[src/shared/arg_pkg.sv]
// Package for the converter reference and ground select block
package arg_pkg;
  // Special-function register addresses
  localparam logic [7:0] TEMP_OFFSET_LOW_ADDR = 8'h85;
  localparam logic [7:0] TEMP_OFFSET_HIGH_ADDR = 8'h86;
  localparam logic [7:0] REFERENCE_CONTROL_ADDR = 8'hd1;
  // Field positions in the reference control register
  localparam int GND_SEL_BIT = 5;
  localparam int REF_SEL_HI = 4;
  localparam int REF_SEL_LO = 3;
  localparam int TEMP_EN_BIT = 2;
  localparam int REF_OE_BIT = 0;
  // Offset low byte layout
  localparam int OFFSET_LOW_HI = 7;
  localparam int OFFSET_LOW_LO = 6;
  // Reset values
  localparam logic [1:0] REF_SEL_RESET = 2'h3;
  localparam logic GND_SEL_RESET = 1'b0;
  localparam logic TEMP_EN_RESET = 1'b0;
  localparam logic REF_OE_RESET = 1'b0;
  // Reference select codes
  localparam logic [1:0] REF_EXTERNAL = 2'h0;
  localparam logic [1:0] REF_MAIN_SUPPLY = 2'h1;
  localparam logic [1:0] REF_DIGITAL_SUPPLY = 2'h2;
  localparam logic [1:0] REF_HIGH_SPEED = 2'h3;
  // Voltage reference source to the analog mux
  typedef enum logic [2:0] {
    ARG_SRC_EXT_PIN,
    ARG_SRC_PRECISION,
    ARG_SRC_MAIN_SUPPLY,
    ARG_SRC_DIGITAL_SUPPLY,
    ARG_SRC_HIGH_SPEED
  } arg_ref_src_t;
  // Ground source to the analog mux
  typedef enum logic [1:0] {
    ARG_GND_PIN,
    ARG_GND_ANALOG_PIN,
    ARG_GND_INTERNAL
  } arg_gnd_src_t;
  // Converter phase tracking
  typedef enum logic [1:0] {
    ARG_IDLE,
    ARG_SAMPLE,
    ARG_CONVERT
  } arg_phase_t;
endpackage : arg_pkg

[src/rtl/arg_ref_select.sv]
// Converter voltage and ground reference selection with offset registers
// Functional notes
// Offset high byte returns offset bits 9:2
// Offset low byte: bits 1:0 on top
// External reference: select 00, output enable 0
// Select 11: high-speed reference, automatic
// High-speed reference low power when idle
// Output enable with 00: precision, drive pin
// 01 main supply, 10 digital supply
// Ground select picks analog ground pin
// Sensor sampling always uses internal ground
// High-speed reference converts on internal ground
// Sensor disabled: output high impedance
// Enable precision reference before precision oscillator
// Control register field layout, unused read zero
// Settings apply from next sampling phase; output enable and sensor enable bits, and the select for the pin drive, act at once here
`timescale 1ns/1ps
module arg_ref_select
  import arg_pkg::*;
(
  // Clock, reset and clock enable
  input wire logic SYS_CLK,
  input wire logic RSTN,
  input wire logic CLK_EN,
  // Register port from the core
  input wire logic [7:0] SFR_ADDR,
  input wire logic SFR_WR,
  input wire logic [7:0] SFR_WDATA,
  output logic [7:0] SFR_RDATA,
  // Factory offset from production trim
  input wire logic [9:0] TEMP_OFFSET_VALUE,
  // Converter phase indications
  input wire logic SAMPLE_ACTIVE,
  input wire logic CONVERT_ACTIVE,
  input wire logic SENSOR_CHANNEL,
  // Analog control outputs
  output arg_pkg::arg_ref_src_t REF_SOURCE,
  output arg_pkg::arg_gnd_src_t GND_SOURCE,
  output logic HS_REF_ENABLE,
  output logic PRECISION_REF_ENABLE,
  output logic EXTERNAL_REF_PIN_DRIVE,
  output logic TEMP_SENSOR_ENABLE,
  output logic TEMP_SENSOR_HIZ
);
  import arg_pkg::*;

  typedef struct packed {
    logic rst_meta;
    logic rst_sync;
    logic gnd_sel;
    logic [1:0] ref_sel;
    logic temp_en;
    logic ref_oe;
    logic act_gnd_sel;
    logic [1:0] act_ref_sel;
    logic act_sensor;
    arg_phase_t phase;
  } arg_state_t;

  arg_state_t st_ff;
  arg_state_t nxt_st;
  logic rst_n;
  logic ctrl_wr;

  assign rst_n = st_ff.rst_sync;
  assign ctrl_wr = SFR_WR && (SFR_ADDR == REFERENCE_CONTROL_ADDR);

  // Next state: register writes, phase tracking and latched settings
  always_comb
  begin
    nxt_st = st_ff;
    nxt_st.rst_meta = 1'b1;
    nxt_st.rst_sync = st_ff.rst_meta;
    if (ctrl_wr)
    begin
      // Unused bits are simply not stored
      nxt_st.gnd_sel = SFR_WDATA[GND_SEL_BIT];
      nxt_st.ref_sel = SFR_WDATA[REF_SEL_HI:REF_SEL_LO];
      nxt_st.temp_en = SFR_WDATA[TEMP_EN_BIT];
      nxt_st.ref_oe = SFR_WDATA[REF_OE_BIT];
    end
    // Select and ground settings latch only on entry to sampling, so a write mid-convert
    // cannot move them; the output enable bit, and the select as used for the pin drive, still act on the next cycle
    if (SAMPLE_ACTIVE && st_ff.phase != ARG_SAMPLE)
    begin
      nxt_st.act_gnd_sel = st_ff.gnd_sel;
      nxt_st.act_ref_sel = st_ff.ref_sel;
      nxt_st.act_sensor = SENSOR_CHANNEL;
    end
    if (SAMPLE_ACTIVE)
      nxt_st.phase = ARG_SAMPLE;
    else if (CONVERT_ACTIVE)
      nxt_st.phase = ARG_CONVERT;
    else
      nxt_st.phase = ARG_IDLE;
  end

  // State register; reset synchroniser sits in the same struct
  always_ff @(posedge SYS_CLK or negedge RSTN)
  begin
    if (!RSTN)
    begin
      st_ff <= '0;
      st_ff.ref_sel <= REF_SEL_RESET;
      st_ff.gnd_sel <= GND_SEL_RESET;
      st_ff.temp_en <= TEMP_EN_RESET;
      st_ff.ref_oe <= REF_OE_RESET;
      st_ff.act_ref_sel <= REF_SEL_RESET;
      st_ff.phase <= ARG_IDLE;
    end
    else if (CLK_EN)
    begin
      // Clock enable freezes the synchroniser as well as the settings
      if (!st_ff.rst_sync)
      begin
        // Hold control state while the released reset propagates
        st_ff.rst_meta <= 1'b1;
        st_ff.rst_sync <= st_ff.rst_meta;
      end
      else
        st_ff <= nxt_st;
    end
  end

  // Register reads; offset bytes come straight from trim
  always_comb
  begin
    SFR_RDATA = 8'h00;
    unique case (SFR_ADDR)
      TEMP_OFFSET_HIGH_ADDR: SFR_RDATA = TEMP_OFFSET_VALUE[9:2];
      TEMP_OFFSET_LOW_ADDR:
        SFR_RDATA[OFFSET_LOW_HI:OFFSET_LOW_LO] = TEMP_OFFSET_VALUE[1:0];
      REFERENCE_CONTROL_ADDR:
      begin
        SFR_RDATA[GND_SEL_BIT] = st_ff.gnd_sel;
        SFR_RDATA[REF_SEL_HI:REF_SEL_LO] = st_ff.ref_sel;
        SFR_RDATA[TEMP_EN_BIT] = st_ff.temp_en;
        SFR_RDATA[REF_OE_BIT] = st_ff.ref_oe;
      end
      default: SFR_RDATA = 8'h00;
    endcase
  end

  // Reference source from the select latched for this conversion and the live output enable bit
  always_comb
  begin
    unique case (st_ff.act_ref_sel)
      REF_EXTERNAL:
        REF_SOURCE = st_ff.ref_oe ? ARG_SRC_PRECISION : ARG_SRC_EXT_PIN;
      REF_MAIN_SUPPLY: REF_SOURCE = ARG_SRC_MAIN_SUPPLY;
      REF_DIGITAL_SUPPLY: REF_SOURCE = ARG_SRC_DIGITAL_SUPPLY;
      REF_HIGH_SPEED: REF_SOURCE = ARG_SRC_HIGH_SPEED;
    endcase
  end

  // Ground source; internal overrides take priority over the pin select
  always_comb
  begin
    if (st_ff.phase == ARG_SAMPLE && st_ff.act_sensor)
      GND_SOURCE = ARG_GND_INTERNAL;
    else if (st_ff.phase == ARG_CONVERT &&
             st_ff.act_ref_sel == REF_HIGH_SPEED)
      GND_SOURCE = ARG_GND_INTERNAL;
    else if (st_ff.act_gnd_sel)
      GND_SOURCE = ARG_GND_ANALOG_PIN;
    else
      GND_SOURCE = ARG_GND_PIN;
  end

  // High-speed reference wakes only while a conversion cycle runs
  assign HS_REF_ENABLE = (st_ff.act_ref_sel == REF_HIGH_SPEED) &&
                         (st_ff.phase != ARG_IDLE);
  // Precision reference follows the output enable bit directly
  assign PRECISION_REF_ENABLE = st_ff.ref_oe;
  assign EXTERNAL_REF_PIN_DRIVE = st_ff.ref_oe &&
                                  (st_ff.ref_sel == REF_EXTERNAL);
  assign TEMP_SENSOR_ENABLE = st_ff.temp_en;
  assign TEMP_SENSOR_HIZ = !st_ff.temp_en;
endmodule : arg_ref_select

[config.mk]
export PLATFORM = sky130hd
export DESIGN_NAME = arg_ref_select
export DESIGN_NICKNAME = d
export VERILOG_FILES = /design/src/shared/arg_pkg.sv /design/src/rtl/arg_ref_select.sv
export SDC_FILE = /design/constraint.sdc
export NUM_CORES = 1
export LEC_CHECK = 0
export BUFFER_PORTS_ARGS = -buffer_cell sky130_fd_sc_hd__clkbuf_2
export CORE_MARGIN = 2
export CORE_UTILIZATION = 41
export CTS_CLUSTER_SIZE = 16
export DETAILED_ROUTE_END_ITERATION = 10
export PLACE_DENSITY = 0.77
export SYNTH_ARGS = -nofsm -noshare
export SYNTH_HDL_FRONTEND = slang
export SYNTH_SLANG_ARGS = --single-unit
[constraint.sdc]
create_clock -name SYS_CLK -period 1.8 [get_ports SYS_CLK]
set_clock_uncertainty 0.15 [all_clocks]
set_input_delay 0.09 -clock SYS_CLK [delete_from_list [all_inputs] [get_ports SYS_CLK]]
set_output_delay 0.09 -clock SYS_CLK [all_outputs]
set_load 0.01 [all_outputs]
Word-level counts from Yosys, hierarchy flattened
Cells that the tools add are included.
{"block": "classes", "n_bitwise": 0, "multipliers": 0, "div_mod_pow": 0, "n_addsub": 0, "n_reduce_logical": 13, "n_eq_ne": 9, "order_cmp": 0, "mux": 11, "n_shift": 0}
{"op": "8-bit equality test, second input constant", "n": 3}
{"op": "3-bit one-hot mux with 4 select lines", "n": 1}
{"op": "2-bit 2-to-1 mux", "n": 4}
{"op": "4-bit one-hot mux with 2 select lines", "n": 1}
{"op": "2-bit equality test, second input constant", "n": 3}
{"op": "1-bit logical AND", "n": 6}
{"op": "3-bit AND reduction", "n": 2}
{"op": "2-bit by 1-bit equality test with 1-bit output, second input constant", "n": 2}
{"op": "2-bit logical NOT", "n": 2}
{"op": "2-bit one-hot mux with 2 select lines", "n": 1}
{"op": "1-bit 2-to-1 mux", "n": 3}
{"op": "2-bit by 1-bit != test with 1-bit output, second input constant", "n": 1}
{"op": "1-bit one-hot mux with 2 select lines", "n": 1}
{"op": "2-bit AND reduction", "n": 1}
{"op": "2-bit nonzero test", "n": 1}
{"op": "1-bit logical NOT", "n": 1}
{"block": "totals", "ramBits": 0, "regBits": 13, "n_memories": 0, "input_bits": 33, "latch_bits": 0, "romBits": 0, "elab_cells": 43}

Logic depth before layout (Yosys ltp)
Gate-level depths: netlist (run 1).
{"block": "logic_depth", "ltp_word": 4, "mapped_depth": 4, "mapped_depth_nobuf": 4}

Least setup slack after synthesis (run 1)
OpenSTA, ideal clock, no wires.
{"block": "synth_path", "path_kind": "register to output", "startpoint": "reg st_ff[4] (netlist name)", "endpoint": "out GND_SOURCE[0]", "path_stages_with_launch": 5, "t_arrival_ns": 1.199, "slack_ns": 0.361, "cell_sequence": "dfstp_2 -> ha_1 -> nand2_1 -> o2bb2ai_1 -> nor2_1"}
{"block": "synth_between", "elab_chain_len": 4}
{"item": "from (decl)", "line": "arg_ref_select.sv:60", "source": "arg_state_t st_ff;"}
{"item": "from (signal assigned)", "line": "arg_ref_select.sv:121", "source": "st_ff <= nxt_st;"}
{"item": "2-bit equality test", "line": "arg_ref_select.sv:162", "source": "st_ff.act_ref_sel == REF_HIGH_SPEED)"}
{"item": "1-bit logical AND", "line": "arg_ref_select.sv:161", "source": "else if (st_ff.phase == ARG_CONVERT &&"}
{"item": "2-bit 2-to-1 mux", "line": "arg_ref_select.sv:161"}
{"item": "2-bit 2-to-1 mux", "line": "arg_ref_select.sv:159", "source": "if (st_ff.phase == ARG_SAMPLE && st_ff.act_sensor)"}
{"item": "to (decl)", "line": "arg_ref_select.sv:38", "source": "output arg_pkg::arg_gnd_src_t GND_SOURCE,"}
Every way passes these cells.

Worst setup path after layout (run 1)
{"block": "layout_path", "startpoint": "reg st_ff[3] (netlist name)", "endpoint": "out REF_SOURCE[0]"}
{"block": "layout_between", "elab_chain_len": 2, "elab_cells_between_ends": 5, "cone_classes": "eq/ne (3); mux (1); reduce/logical (1)"}
{"item": "2-bit equality test, or another cell as far along", "line": "arg_ref_select.sv:147", "source": "unique case (st_ff.act_ref_sel)"}
{"item": "3-bit one-hot mux with 4 select lines *", "line": "arg_ref_select.sv:147"}
{"item": "to (decl)", "line": "arg_ref_select.sv:37", "source": "output arg_pkg::arg_ref_src_t REF_SOURCE,"}
Mark *: on every way between the ends. The rest lies on a longest branch, timed or not.

==> flow_metrics.py, run 1 <==
metrics = {
    "outcome": {
        "status": "complete, no violations",
    },
    "final_layout": {
        "final_common_cell": "clkbuf_2",
        "synthToLayoutAreaGrowth_pct": 49.28,
        "diodes": 0,
        "layout-drive-gt1-share_pct": 54.26,
        "fillers": 151,
        "instances_no_fill": 154,
        "fin_util_pct": 66.38,
        "nets": 166,
        "mostFrequentLayoutCells": "clkbuf_2 (47), dlygate4sd3_1 (11), dfrtp_1 (9)",
    },
    "critical_path": {
        "cp_slowest_cell": "dfstp_2",
        "cp_data_required_time_ps": 1560,
        "worstSetupPathType": "reg -> out",
        "path_max_fanout": 3,
        "worstPathCellList": "inv_1, ha_1, mux2_2, clkbuf_2",
        "crit_path_max_incr_delay_ps": 550,
        "worstRegToRegCells": 3,
        "cp_data_arrival_time_ps": 1440,
        "critical_path.endpoint_type": "output port",
        "critPathLaunchType": "flop",
    },
    "clock_tree": {
        "cts_tree": "done",
        "htree_num_levels": 1,
        "cts_setup_buffers": 0,
        "clk_latency_ps": 260,
        "clk_pin_slew_ps": 70,
        "clkSinkCount": 13,
        "cts_buffers": 3,
        "ctsHoldBuffers": 11,
        "cts_resized": 0,
        "clock_path_buffers": 2,
        "root_buffer": "clkbuf_4",
    },
    "timing": {
        "fmax_ghz": 0.5951,
        "max-slew-margin-rel_pct": 79.73,
        "finalWorstSetupSlack_ps": 119.5,
        "tightest_slew_ps": 304.0,
        "hold_viol_final": 0,
        "maxSlewViolCount": 0,
        "setup_viol_count_final": 0,
        "rsz0062_at_grt": "no",
        "fin_crit_sh_pct": 93.36,
        "final.setup.tns_ps": 0,
        "min_period_ps": 1680,
    },
    "routing": {
        "vias": 770,
        "detail_route.wl_per_cell_um": 12.74,
        "vias_per_cell": 5.000,
        "dr.pass1.iters": 4,
        "met1Wirelength_um": 767,
        "drc": 0,
        "highest_layer": "met4",
        "wl_met3_um": 106,
        "routed_wl_um": 1962,
        "wl_met2_um": 1060,
        "drtIter0Drc": 2,
        "postRouteAntennaNets": 0,
    },
    "run": {
        "drv_cap": 0,
    },
    "floorplanning": {
        "start_util_pct": 44.47,
        "core.rowCount": 15,
        "pin_count": 51,
        "dieArea_mm2": 0.002279,
        "die_width_um": 47.74,
        "die_y_um": 47.74,
        "core_area_mm2": 0.001764,
    },
    "synth": {
        "synth_cell_types": 29,
        "synthCells": 69,
        "syn-num-nets": 105,
        "synth_area_um2": 784.5,
        "ys_ff_latch": 13,
        "ys_warn_count": 0,
        "synth_seq_area_share_pct": 42.11,
        "synth_area_per_cell_um2": 11.37,
    },
    "grt": {
        "grt_pass1_vias": 736,
        "grt_pass1_wl_um": 2987,
        "grt_max_degree": 14,
        "grt_overflow": 0,
        "track_usage_pct": 19.36,
        "grt_antenna_before_repair": 0,
    },
    "pwr": {
        "total_power_uw": 607.6,
        "power_density_mw_per_mm2": 518.8,
        "p_leak_uw": 0.0005938,
        "vdd_ir_drop_max_uv": 263.3,
    },
    "min_path": {
        "hold_path.class": "in -> async",
    },
    "placed_design": {
        "dpl_worst_slack_ps": 370.5,
        "portBuffers": 47,
        "placedCellCount": 139,
        "dp_hpwl_um": 1490,
        "place_congestion": 0.7518,
    },
}
power breakdown:
part	internal, uW	total, uW	switching (uW)
clock network	85.6	170	84.7
logic	69.5	118	48.1
registers	308	320	11.3
total	463	608	144
final cells by class:
cell class	count	area [um^2]	area share (%)
Tap cell	25	31.28	2.671
Sequential cell	13	330.3	28.21
Timing Repair Buffer	58	345.3	29.49
Multi-Input combinational cell	50	422.9	36.11
Inverter	4	15.01	1.282
Clock buffer	4	26.28	2.244
sequential cells by signal, indices dropped and copies added, names as in the netlist:
| signal | count |
|---|---|
| PRECISION_REF_ENABLE | 1 |
| TEMP_SENSOR_ENABLE | 1 |
| nxt_st | 1 |
| rst_n | 1 |
| st_ff | 9 |
worst max-delay path: cells and delay by family, from the launching register on:
kind / cells / cell delay, ps
fa+ha+maj: 1 / 190
buf+inv: 2 / 180
flops: 1 / 550
mux: 1 / 260
stage by stage:
stage / instance area, um^2 / hold WS, ps
2_1_floorplan: 784.5 / -355.6
3_3_place_gp: 1035 / -160.0
3_5_place_dp: 1035 / -160.4
4_1_cts: 1171 / 93.86
6_report: 1171 / 104.5
5_1_grt: 1171 / 137.2
synth_stat cells (all sizes together):
cell type	n	area, um^2
and4	2	20.02
nor2b	2	12.51
nor3b	3	27.52
a22o	5	43.79
o21a	1	7.510
inv	4	15.01
dfrtp	9	225.2
and3	2	12.51
buf	2	16.26
o21ai	1	5.000
or2	1	6.260
dfstp	4	105.1
and3b	1	8.760
o2bb2ai	1	8.760
nand3	1	5.000
nand2b	1	6.260
nor2	4	17.52
nor4b	1	8.760
and2b	1	8.760
mux2	11	142.6
a22oi	2	15.01
nand2	6	22.52
ha	3	37.54
and2	1	6.260
layer usage:
layer / GRT usage, % / up-vias
met4: 12.43 / 0
met5: 0 / -
li1: - / 370
met3: 2.264 / 2
met1: 20.89 / 368
met2: 35.20 / 30
final timing paths:
path	startpoint	to	slack [ps]
worst min register to register	nxt_st[11]$_DFFE_PN0P_	nxt_st[11]$_DFFE_PN0P_	320
min in group SYS_CLK	SFR_ADDR[3]	st_ff[10]$_DFFE_PN0P_	250
worst max-delay path	st_ff[3]$_DFFE_PN1P_	REF_SOURCE[0]	120
worst max register to register	rst_n$_DFFE_PN0P_	PRECISION_REF_ENABLE$_DFFE_PN0P_	350
worst min-delay path	RSTN	st_ff[10]$_DFFE_PN0P_	100
max in group asynchronous	RSTN	st_ff[3]$_DFFE_PN1P_	1110
cells by family after synthesis:
logic type                 after synthesis  share of synthesized area [%]
AOI/OAI and AO/OA                       10                          10.21
adders and majority gates                3                          4.785
buffers and inverters                    6                          3.986
DFF                                     13                          42.11
muxes                                   11                          18.18
and+or+nand+nor                         26                          20.73
No activity file was read; power rests on OpenSTA's default activity.
==> run 2: changes to the inputs <==
--- a/config.mk
+++ b/config.mk
@@ -13,2 +13,3 @@
 export PLACE_DENSITY = 0.77
+export SLEW_MARGIN = 30
 export SYNTH_ARGS = -nofsm -noshare
==> constraint.sdc (replaced) <==
create_clock -name SYS_CLK -period 1.8 [get_ports SYS_CLK]
set_clock_uncertainty 0.15 [all_clocks]
set_input_delay 0.27 -clock SYS_CLK [delete_from_list [all_inputs] [get_ports SYS_CLK]]
set_output_delay 0.27 -clock SYS_CLK [all_outputs]
set_load 0.1 [all_outputs]
==> flow_metrics.py, run 2 (synthesis gave the netlist of run 1 again) <==
metrics = {
    "routing": {
        "detail_route.wl_per_cell_um": 14.27,
        "drc": 0,
        "drtIter0Drc": 9,
        "vias_per_cell": 5.014,
        "routed_wl_um": 2084,
        "vias": 732,
        "postRouteAntennaNets": 0,
        "dr.pass1.iters": 2,
    },
    "critical_path": {
        "cp_data_required_time_ps": 1380,
        "critical_path.endpoint_type": "output port",
        "rr_startpoint": "st_ff[0]$_DFFE_PN0P_",
        "worstSetupPathType": "reg -> out",
        "r2r_end": "st_ff[5]$_DFFE_PN0P_",
        "reg2reg_slack_ps": 310,
        "critPathLaunchType": "flop",
        "worstRegToRegCells": 3,
        "path_max_fanout": 3,
        "cp_data_arrival_time_ps": 1540,
    },
    "floorplanning": {
        "die_y_um": 47.74,
        "core.rowCount": 15,
        "dieArea_mm2": 0.002279,
        "die_width_um": 47.74,
        "start_util_pct": 44.47,
        "core_area_mm2": 0.001764,
        "pin_count": 51,
    },
    "timing": {
        "max-slew-margin-rel_pct": 63.16,
        "min_period_ps": 1963,
        "tightest_slew_ps": 555.0,
        "setup_viol_count_final": 3,
        "fmax_ghz": 0.5094,
        "final.setup.tns_ps": -338.5,
        "finalWorstSetupSlack_ps": -163.0,
        "whs_ps": 73.53,
        "hold_viol_final": 0,
        "maxSlewViolCount": 0,
        "rsz0062_at_grt": "yes",
        "fin_crit_sh_pct": 109.1,
    },
    "final_layout": {
        "fin_util_pct": 80.71,
        "diodes": 0,
        "mostFrequentLayoutCells": "clkbuf_2 (32), buf_12 (15), dfrtp_1 (7)",
        "nets": 158,
        "top_register": "st_ff",
        "final_common_cell": "clkbuf_2",
        "synthToLayoutAreaGrowth_pct": 81.50,
        "fillers": 118,
        "layout-drive-gt1-share_pct": 77.69,
        "largest_reg_flops": 9,
    },
    "clock_tree": {
        "clkSinkCount": 13,
        "htree_num_levels": 1,
        "clk_pin_slew_ps": 80,
        "root_buffer": "clkbuf_4",
        "cts_buffers": 3,
        "clock_path_buffers": 2,
        "clk_latency_ps": 270,
        "cts_tree": "done",
    },
    "grt": {
        "grt_antenna_before_repair": 0,
        "grt_pass1_vias": 799,
        "grt_overflow": 0,
        "grt_max_degree": 14,
        "track_usage_pct": 21.49,
        "grt_pass1_wl_um": 3415,
    },
    "min_path": {
        "holdPathStages": 2,
        "hold_path.class": "in -> reg",
        "whs_endpoint": "TEMP_SENSOR_ENABLE$_DFFE_PN0P_",
        "worstHoldStart": "SFR_WDATA[2]",
    },
    "pwr": {
        "total_power_uw": 708.0,
        "vdd_ir_drop_max_uv": 301.2,
        "power_density_mw_per_mm2": 497.2,
        "p_leak_uw": 0.0006398,
    },
    "run": {
        "drv_cap": 0,
    },
    "placed_design": {
        "portBuffers": 47,
        "dp_hpwl_um": 1776,
        "place_congestion": 0.7703,
    },
    "outcome": {
        "violations": "negative setup slack",
        "status": "finished with violations",
    },
}
[run 2: cell count changes in the layout (fill, tap and decap cells not counted), moves of 2 or more]
cell           delta
a22o_1            -5
buf_4             +2
nor2_1            -3
inv_2             +2
dfrtp_1           -2
buf_12           +15
nor2_4            +3
ha_4              +2
dlygate4sd3_1    -10
inv_1             -2
clkbuf_2         -15
a22o_2            +5
ha_1              -3
[run 2: worst max path at each step]
stage / startpoint / to / slack [ps] / cells past startpoint
global route: st_ff[3]$_DFFE_PN1P_ / REF_SOURCE[0] / -200 / 4
detailed placement: SFR_ADDR[3] / SFR_RDATA[5] / -20 / 5
global placement: SFR_ADDR[3] / SFR_RDATA[2] / 40 / 5
CTS: st_ff[3]$_DFFE_PN1P_ / REF_SOURCE[0] / -160 / 4
floorplan: st_ff[4]$_DFFE_PN1P_ / GND_SOURCE[0] / -450 / 4
finish: st_ff[3]$_DFFE_PN1P_ / REF_SOURCE[0] / -160 / 4
[run 2: layer usage]
metal | vias up | GRT usage [%] | wire (um)
met5 | - | 0 | 0
met2 | 31 | 40.80 | 1181
li1 | 353 | - | -
met1 | 344 | 23.82 | 751
met4 | 0 | 10.81 | 41
met3 | 4 | 1.132 | 109
[run 2: layout make-up]
class	instances	area (um^2)	share of cell area, %
multi-input combinational	50	530.5	37.26
clock buffer	4	26.28	1.845
inverter	4	15.01	1.054
tap	25	31.28	2.197
timing repair buffer	50	485.5	34.09
sequential	13	335.3	23.55
[run 2: power by group]
group	internal [uW]	leakage [uW]	total, uW	switching [uW]
Clock	85.8	0.0000150	179	93.5
Combinational	87.1	0.000477	201	114
Sequential	309	0.000148	327	18.4
[run 2: worst max-delay path: stages (launching register included)]
cell,delay [ps]
dfstp_2,580
inv_2,70
ha_4,150
mux2_4,300
buf_12,170
[run 2: stage by stage]
step / instances / instance area, um^2 / worst slack (ps)
after floorplan: 69 / 867.1 / -453.2
after global placement: 139 / 1343 / 43.13
after detailed placement: 139 / 1343 / -17.12
after CTS: 145 / 1409 / -160.5
after global routing: 146 / 1424 / -201.4
final: 146 / 1424 / -163.0
[run 2: what timing repair did]
action,CTS,global route
pin swaps,1,4
endpoints found under the hold margin,9,0
setup buffers,1,1
setup endpoints to repair,9,11
gates cloned,0,0
hold buffers,1,0
gates resized for setup,6,3
